==> config.mk <==
export PLATFORM = sky130hd
export DESIGN_NAME = remote_port_status_logic
export DESIGN_NICKNAME = d
export VERILOG_FILES = /design/src/remote_status_pkg.sv /design/src/remote_port_status_logic.sv
export SDC_FILE = /design/constraint.sdc
export NUM_CORES = 1
export LEC_CHECK = 0
export ABC_AREA = 1
export BUFFER_PORTS_ARGS = -buffer_cell sky130_fd_sc_hd__buf_2
export CAP_MARGIN = 20
export CORE_MARGIN = 2
export CORE_UTILIZATION = 50
export DETAILED_ROUTE_END_ITERATION = 7
export GPL_ROUTABILITY_DRIVEN = 1
export PLACE_DENSITY = 0.73
export SYNTH_ARGS = -nofsm -noshare
export SYNTH_HDL_FRONTEND = slang
export SYNTH_SLANG_ARGS = --single-unit
export TNS_END_PERCENT = 20
==> constraint.sdc <==
create_clock -name clock -period 1.5 [get_ports clock]
set_input_delay 0.225 -clock clock [delete_from_list [all_inputs] [get_ports clock]]
set_output_delay 0.225 -clock clock [all_outputs]
set_load 0.01 [all_outputs]
==> src/remote_status_pkg.sv <==
// package: constants and carriers for the remote port and status logic
`default_nettype none
package remote_status_pkg;

  // ---------------------------------------------------------------
  // timing
  // ---------------------------------------------------------------
  localparam longint unsigned CLOCK_HZ = 64'd10_000_000;
  localparam int unsigned IDLE_MINUTES = 5;
  localparam longint unsigned IDLE_CYCLES = 64'(IDLE_MINUTES) * 64'd60 * CLOCK_HZ;
  localparam int unsigned BLINK_MS = 250;
  localparam int unsigned BLINK_CYCLES = BLINK_MS * 10_000;
  localparam int unsigned RESTART_CYCLES = 16;

  // ---------------------------------------------------------------
  // status byte layout and reset values
  // ---------------------------------------------------------------
  localparam int unsigned STATUS_MAV_BIT = 4;
  localparam int unsigned STATUS_ESB_BIT = 5;
  localparam int unsigned STATUS_MSS_BIT = 6;
  localparam logic [7:0] STATUS_RESET = 8'h00;
  localparam logic [7:0] SRE_RESET = 8'h00;
  localparam logic [7:0] ESE_RESET = 8'h00;
  localparam logic AUTO_ADDR_RESET = 1'b1;

  // ---------------------------------------------------------------
  // terminators
  // ---------------------------------------------------------------
  localparam logic [7:0] CHAR_NL = 8'h0A;
  localparam logic [7:0] CHAR_CR = 8'h0D;

  typedef enum logic [1:0] {
    PORT_NONE   = 2'b00,
    PORT_SERIAL = 2'b01,
    PORT_BUS    = 2'b10
  } port_sel_t;

  typedef struct packed {
    logic       valid;
    logic [7:0] data;
    logic       eoi;
  } rx_byte_t;

  typedef struct packed {
    logic addr_valid;
    logic cable_ok;
    logic dup_addr;
    logic lease_fail;
  } net_health_t;

endpackage
`default_nettype wire

==> src/remote_port_status_logic.sv <==
// remote port arbitration, lan indicator and status byte logic
//
// Functional notes
// - lan indicator steady on with valid address, cable in, no duplicate address or lease failure, no identify
// - lan indicator blinks while identify is enabled
// - lan indicator off on any network fault while identify is disabled
// - saving a network configuration stores it then restarts the interface
// - automatic address assignment defaults to enabled after factory setup
// - first port receiving traffic after power-on becomes active
// - other port ignored until active port idle five minutes
// - service summary is OR of status bits masked by service enable
// - event summary bit set when an enabled event is recorded
// - message-available bit set while output buffer holds a response
// - command terminated by NL, CR NL or end-or-identify resets path (the logic only raises cmd_end and keeps no path state)
// - responses only follow queries, never spontaneous
`timescale 1ns/1ps
`default_nettype none
module remote_port_status_logic
  import remote_status_pkg::*;
#(
  parameter longint unsigned IDLE_COUNT = IDLE_CYCLES,
  parameter int unsigned BLINK_COUNT = BLINK_CYCLES
) (
  // clock and reset
  input wire logic clock,
  input wire logic arst_n,
  // network health and identify
  input wire remote_status_pkg::net_health_t net_health,
  input wire logic identify_en,
  output logic lan_led,
  // network configuration
  input wire logic cfg_save,
  input wire logic cfg_auto_addr,
  input wire logic factory_default,
  output logic cfg_store,
  output logic net_restart,
  output logic auto_addr_en,
  // command ports
  input wire remote_status_pkg::rx_byte_t serial_rx,
  input wire remote_status_pkg::rx_byte_t bus_rx,
  output logic cmd_valid,
  output logic [7:0] cmd_data,
  output logic cmd_end,
  output logic [1:0] active_port,
  // output buffer and query
  input wire logic query_seen,
  input wire logic outbuf_empty,
  output logic response_allowed,
  // event and enable masks
  input wire logic [7:0] event_set,
  input wire logic esr_clear,
  input wire logic sre_write,
  input wire logic ese_write,
  input wire logic [7:0] mask_wdata,
  output logic [7:0] status_byte,
  output logic [7:0] esr_value
);
  import remote_status_pkg::*;

  // ---------------------------------------------------------------
  // state
  // ---------------------------------------------------------------
  typedef struct packed {
    logic led;
    logic [31:0] blink_cnt;
    logic blink_ph;
    logic store;
    logic restart;
    logic [7:0] restart_cnt;
    logic auto_addr;
    port_sel_t port;
    logic [39:0] idle_cnt;
    logic cvalid;
    logic [7:0] cdata;
    logic cend;
    logic prev_cr;
    logic mav;
    logic resp_ok;
    logic [7:0] esr;
    logic [7:0] sre;
    logic [7:0] ese;
  } state_t;

  state_t s_q;
  state_t s_d;
  logic net_fault;
  logic [7:0] status_raw;
  logic mss;
  rx_byte_t chosen;
  logic serial_ok;
  logic bus_ok;
  logic term;

  assign net_fault = !net_health.addr_valid || net_health.dup_addr || net_health.lease_fail ||
                     !net_health.cable_ok;

  // ---------------------------------------------------------------
  // port gating
  // ---------------------------------------------------------------
  // after timeout the port falls back to none, so the next talker wins
  assign serial_ok = (s_q.port == PORT_SERIAL) || (s_q.port == PORT_NONE);
  assign bus_ok = (s_q.port == PORT_BUS) || ((s_q.port == PORT_NONE) && !serial_rx.valid);

  always_comb begin
    if (serial_ok && serial_rx.valid) begin
      chosen = serial_rx;
    end else if (bus_ok && bus_rx.valid) begin
      chosen = bus_rx;
    end else begin
      chosen = '0;
    end
  end

  assign term = chosen.valid && (chosen.data == CHAR_NL || chosen.eoi);

  // ---------------------------------------------------------------
  // status byte
  // ---------------------------------------------------------------
  always_comb begin
    status_raw = STATUS_RESET;
    status_raw[STATUS_MAV_BIT] = s_q.mav;
    status_raw[STATUS_ESB_BIT] = |(s_q.esr & s_q.ese);
  end
  // unlatched: summary follows the masked bits combinationally
  assign mss = |(status_raw & s_q.sre & ~(8'h01 << STATUS_MSS_BIT));

  // ---------------------------------------------------------------
  // next state
  // ---------------------------------------------------------------
  always_comb begin
    s_d = s_q;
    // lan indicator
    if (s_q.blink_cnt >= BLINK_COUNT - 1) begin
      s_d.blink_cnt = '0;
      s_d.blink_ph = !s_q.blink_ph;
    end else begin
      s_d.blink_cnt = s_q.blink_cnt + 32'd1;
    end
    if (identify_en) begin
      s_d.led = s_q.blink_ph;
    end else if (net_fault) begin
      s_d.led = 1'b0;
    end else begin
      s_d.led = 1'b1;
    end
    // configuration save then restart
    s_d.store = 1'b0;
    if (factory_default) begin
      s_d.auto_addr = AUTO_ADDR_RESET;
    end else if (cfg_save) begin
      s_d.auto_addr = cfg_auto_addr;
      s_d.store = 1'b1;
    end
    if (s_q.store) begin
      s_d.restart = 1'b1;
      s_d.restart_cnt = 8'(RESTART_CYCLES);
    end else if (s_q.restart_cnt > 8'd1) begin
      s_d.restart_cnt = s_q.restart_cnt - 8'd1;
    end else begin
      s_d.restart = 1'b0;
      s_d.restart_cnt = '0;
    end
    // port selection and idle timer
    if (chosen.valid) begin
      s_d.idle_cnt = '0;
      if (s_q.port == PORT_NONE) begin
        s_d.port = (serial_ok && serial_rx.valid) ? PORT_SERIAL : PORT_BUS;
      end
    end else if (s_q.port != PORT_NONE) begin
      if (64'(s_q.idle_cnt) >= IDLE_COUNT - 64'd1) begin
        s_d.port = PORT_NONE;
        s_d.idle_cnt = '0;
      end else begin
        s_d.idle_cnt = s_q.idle_cnt + 40'd1;
      end
    end
    // command stream; CR ahead of NL is swallowed
    s_d.cvalid = chosen.valid && !(chosen.data == CHAR_CR && !chosen.eoi);
    s_d.cdata = chosen.data;
    s_d.cend = term;
    if (chosen.valid) begin
      s_d.prev_cr = (chosen.data == CHAR_CR);
    end
    // responses only after a query
    if (query_seen) begin
      s_d.resp_ok = 1'b1;
    end else if (outbuf_empty && !s_q.mav) begin
      s_d.resp_ok = 1'b0;
    end
    if (!outbuf_empty && s_q.resp_ok) begin
      s_d.mav = 1'b1;
    end else if (outbuf_empty) begin
      s_d.mav = 1'b0;
    end
    // event register: set wins over clear
    s_d.esr = (esr_clear ? 8'h00 : s_q.esr) | event_set;
    if (sre_write) begin
      s_d.sre = mask_wdata;
    end
    if (ese_write) begin
      s_d.ese = mask_wdata;
    end
  end

  always_ff @(posedge clock or negedge arst_n) begin
    if (!arst_n) begin
      s_q <= '0;
      s_q.port <= PORT_NONE;
      s_q.auto_addr <= AUTO_ADDR_RESET;
      s_q.sre <= SRE_RESET;
      s_q.ese <= ESE_RESET;
    end else begin
      s_q <= s_d;
    end
  end

  // ---------------------------------------------------------------
  // outputs
  // ---------------------------------------------------------------
  assign lan_led = s_q.led;
  assign cfg_store = s_q.store;
  assign net_restart = s_q.restart;
  assign auto_addr_en = s_q.auto_addr;
  assign cmd_valid = s_q.cvalid;
  assign cmd_data = s_q.cdata;
  assign cmd_end = s_q.cend;
  assign active_port = s_q.port;
  assign response_allowed = s_q.resp_ok;
  assign esr_value = s_q.esr;
  always_comb begin
    status_byte = status_raw;
    status_byte[STATUS_MSS_BIT] = mss;
  end
endmodule
`default_nettype wire

==> run metrics <==
EDFF count, synth 0; ys async rst share 100.0%; critical-path cell list inv_2, o22ai_2, a21oi_2, o211ai_1, buf_4, buf_6; Final Util 69.31%; final setup fails 34; Seq/Total Area, Yosys 48.03%; DPL Wire Length 9290 µm; Slowest-stage cell, CP dfrtp_1; PD cells 1205 nW/µm²; Pwr Total 9.992 mW; final worst setup slack -0.1652 ns; Yosys top cell area share 47.60%; crit path time final 1.665 ns; Fillers 911; Seq cells post-synth 117; Post-Synth Simple-Gate Area 30.45%; Pleak 4.021 nW; ys flop type dfrtp_1; die width 114.4 µm; Synth Area in Adders 0.8207%; maxcap violations 0; Switching Share 29.49%; global-route wire length before repair 22860 µm; Startpoint Class flip-flop; most common cell in the netlist nand2_1; Post-Syn Instances 744; Synth area leaders dfrtp_1 (48%), nand2_1 (9.8%), nor2_1 (7.0%), inv_1 (6.3%), nand3_1 (3.3%); Inserted Clock Buffers 17; Reg clk slew, reported paths 0.06 ns; Commonest cells post-synth nand2_1 (159), dfrtp_1 (116), nor2_1 (114); P_sw 2.947 mW; initial drt markers 261; syn_area_per_cell 8.197 µm²; Final #Nets 980; fmax 600.5 MHz; compound-gate portion of the synthesized area 5.868%; clk_skew 0.007732 ns; mapped cell area 6098 µm²; initial core utilization 50.98%; GP Congestion 0.8472; Synth Area in XOR/XNOR 3.447%; combinational share of power 24.5%; final wirelength 13800 µm; CTS tree yes; vias per inst 4.793; remaining antenna violation count 0; Die H 114.4 µm; Num Clock Sinks 117; Clock Tree Buf Depth 2; largest family of logic cells by synthesized area simple AND/OR/NAND/NOR gates; violated checks negative setup slack; drt drc 0; Int Pwr 7.045 mW; Core Footprint 11960 µm²; Largest stage delay, worst path 0.39 ns; Wirelength per Cell 12.72 µm; Flop pwr share 36.4%; Port Buffers 78; Yosys top cell by area dfrtp_1; worst-path fanout max 2; Total GRT Usage 22.09%; pre-CTS setup slack -0.1688 ns; Worst Setup End Kind output port; RSZ-0062 raised after global routing yes; Worst Path Required 1.27 ns; largest net degree at the start of global routing 42; number of I/O pins 84; Max Slew Vio Count 0; status complete, but fails checks; worst skew pair latency 0.42 ns; part of the power in the clock network 39.1%; Vias 5200; Max VDD drop 0.001001 V; Yosys cell types 44; initial antenna violation count 0; final hold viol count 0; GRT overflow 0; worst setup path class flip-flop to output port; period utilization 111.0%; Area growth, synth to finish 35.95%; root buffer cell clkbuf_16; Data arrival, critical path 1.44 ns; mux cell area share after synthesis 0.3693%; vias in the first global route 5229; die area 13100 µm²; share of layout cells above drive strength 1 36.25%; DR pass1 iterations 4; Row Count 40; HP Class input pin to flip-flop; Synth warnings 0; H-tree level count 4; Inserted Diodes 0
==> path summary, 6_finish.rpt <==
check,startpoint,to,slack [ns],depth (start not counted)
setup / recovery,esr_value[0]$_DFF_PN0_,status_byte[5],-0.17,6
hold / removal,identify_en,lan_led$_DFF_PN0_,0.01,2
setup reg to reg,s_q[37]$_DFFE_PN0P_,s_q[43]$_DFFE_PN0P_,-0.12,11
hold reg to reg,s_q[80]$_DFF_PN0_,s_q[80]$_DFF_PN0_,0.46,1
max in group asynchronous,arst_n,auto_addr_en$_DFFE_PN1P_,0.68,3
min in group asynchronous,arst_n,lan_led$_DFF_PN0_,0.25,2
==> sequential cells by signal, summed over array words and instances, names as in the netlist, 2 cells and up <==
| register | cells |
|---|---|
| active_port | 2 |
| cmd_data | 8 |
| esr_value | 8 |
| s_q | 91 |
==> cells by family after synthesis <==
group,Yosys count
buf+inv,144
mux,2
compound gates,60
other cells,1
fa+ha+maj,4
simple gates,392
xor+xnor,24
flops,117
==> cell usage in the layout (no fill, tap or decap), types with 15 or more instances in the layout <==
master     count
inv_1         91
inv_2         18
nand2_1      148
nor2_4        27
buf_2         76
dfrtp_1      114
buf_4         83
conb_1        15
clkbuf_16     17
nand4_1       17
nand3_1       31
nor2_2        29
nor2_1        87
o21ai_0       20
xor2_1        17
==> per-layer routing <==
metal / global-route usage (%) / up-vias / share of wire (%)
met5: 0 / - / 0
met4: 6.911 / 0 / 0.94
met3: 6.088 / 14 / 2.9
met2: 38.66 / 71 / 54
met1: 26.45 / 2473 / 42
li1: - / 2642 / -
==> power groups by stage <==
stage | Combinational, mW | Sequential, mW | Clock, mW
2_1_floorplan | 1.38 | 3.67 | 0
3_3_place_gp | 2.18 | 3.67 | 0
3_5_place_dp | 2.22 | 3.67 | 0
4_1_cts | 2.32 | 3.63 | 3.98
5_1_grt | 2.69 | 3.67 | 4.11
6_report | 2.45 | 3.64 | 3.91
==> critical path, delay by kind of cell, from the launching register on <==
kind | cells | cell delay (ns)
DFF | 1 | 0.39
buffers and inverters | 3 | 0.34
AOI/OAI and AO/OA | 3 | 0.30
==> timing repair <==
action,in CTS,in global routing
buffers inserted,6,4
hold buffers,5,1
pin swaps,13,15
gates resized for setup,50,58
cloned,1,0
endpoints found under the setup margin,57,65
endpoints found under the hold margin,23,1
==> final cells by class <==
| cell class | count | area, µm² | share of cell area (%) |
|---|---|---|---|
| clock buffers | 19 | 442.9 | 5.343 |
| clock inverters | 13 | 132.6 | 1.600 |
| inverters | 111 | 431.7 | 5.207 |
| multi-input cells | 497 | 2859 | 34.49 |
| flip-flops and latches | 117 | 2932 | 35.36 |
| well taps | 147 | 183.9 | 2.219 |
| repair buffers | 181 | 1309 | 15.79 |
==> per-stage QoR <==
stage               instances  cell area (µm²)  hold slack (ns)  TNS [ns]
floorplan                 758             6168         -0.07059   -0.1678
global placement         1036             7227           0.1470    -4.414
detailed placement       1036             7227           0.1515    -5.745
CTS                      1080             8060        0.0006063    -2.640
global route             1085             8290       -0.0005590    -8.435
finish                   1085             8290          0.01285    -3.004
Power figures use the tool's default switching activity.
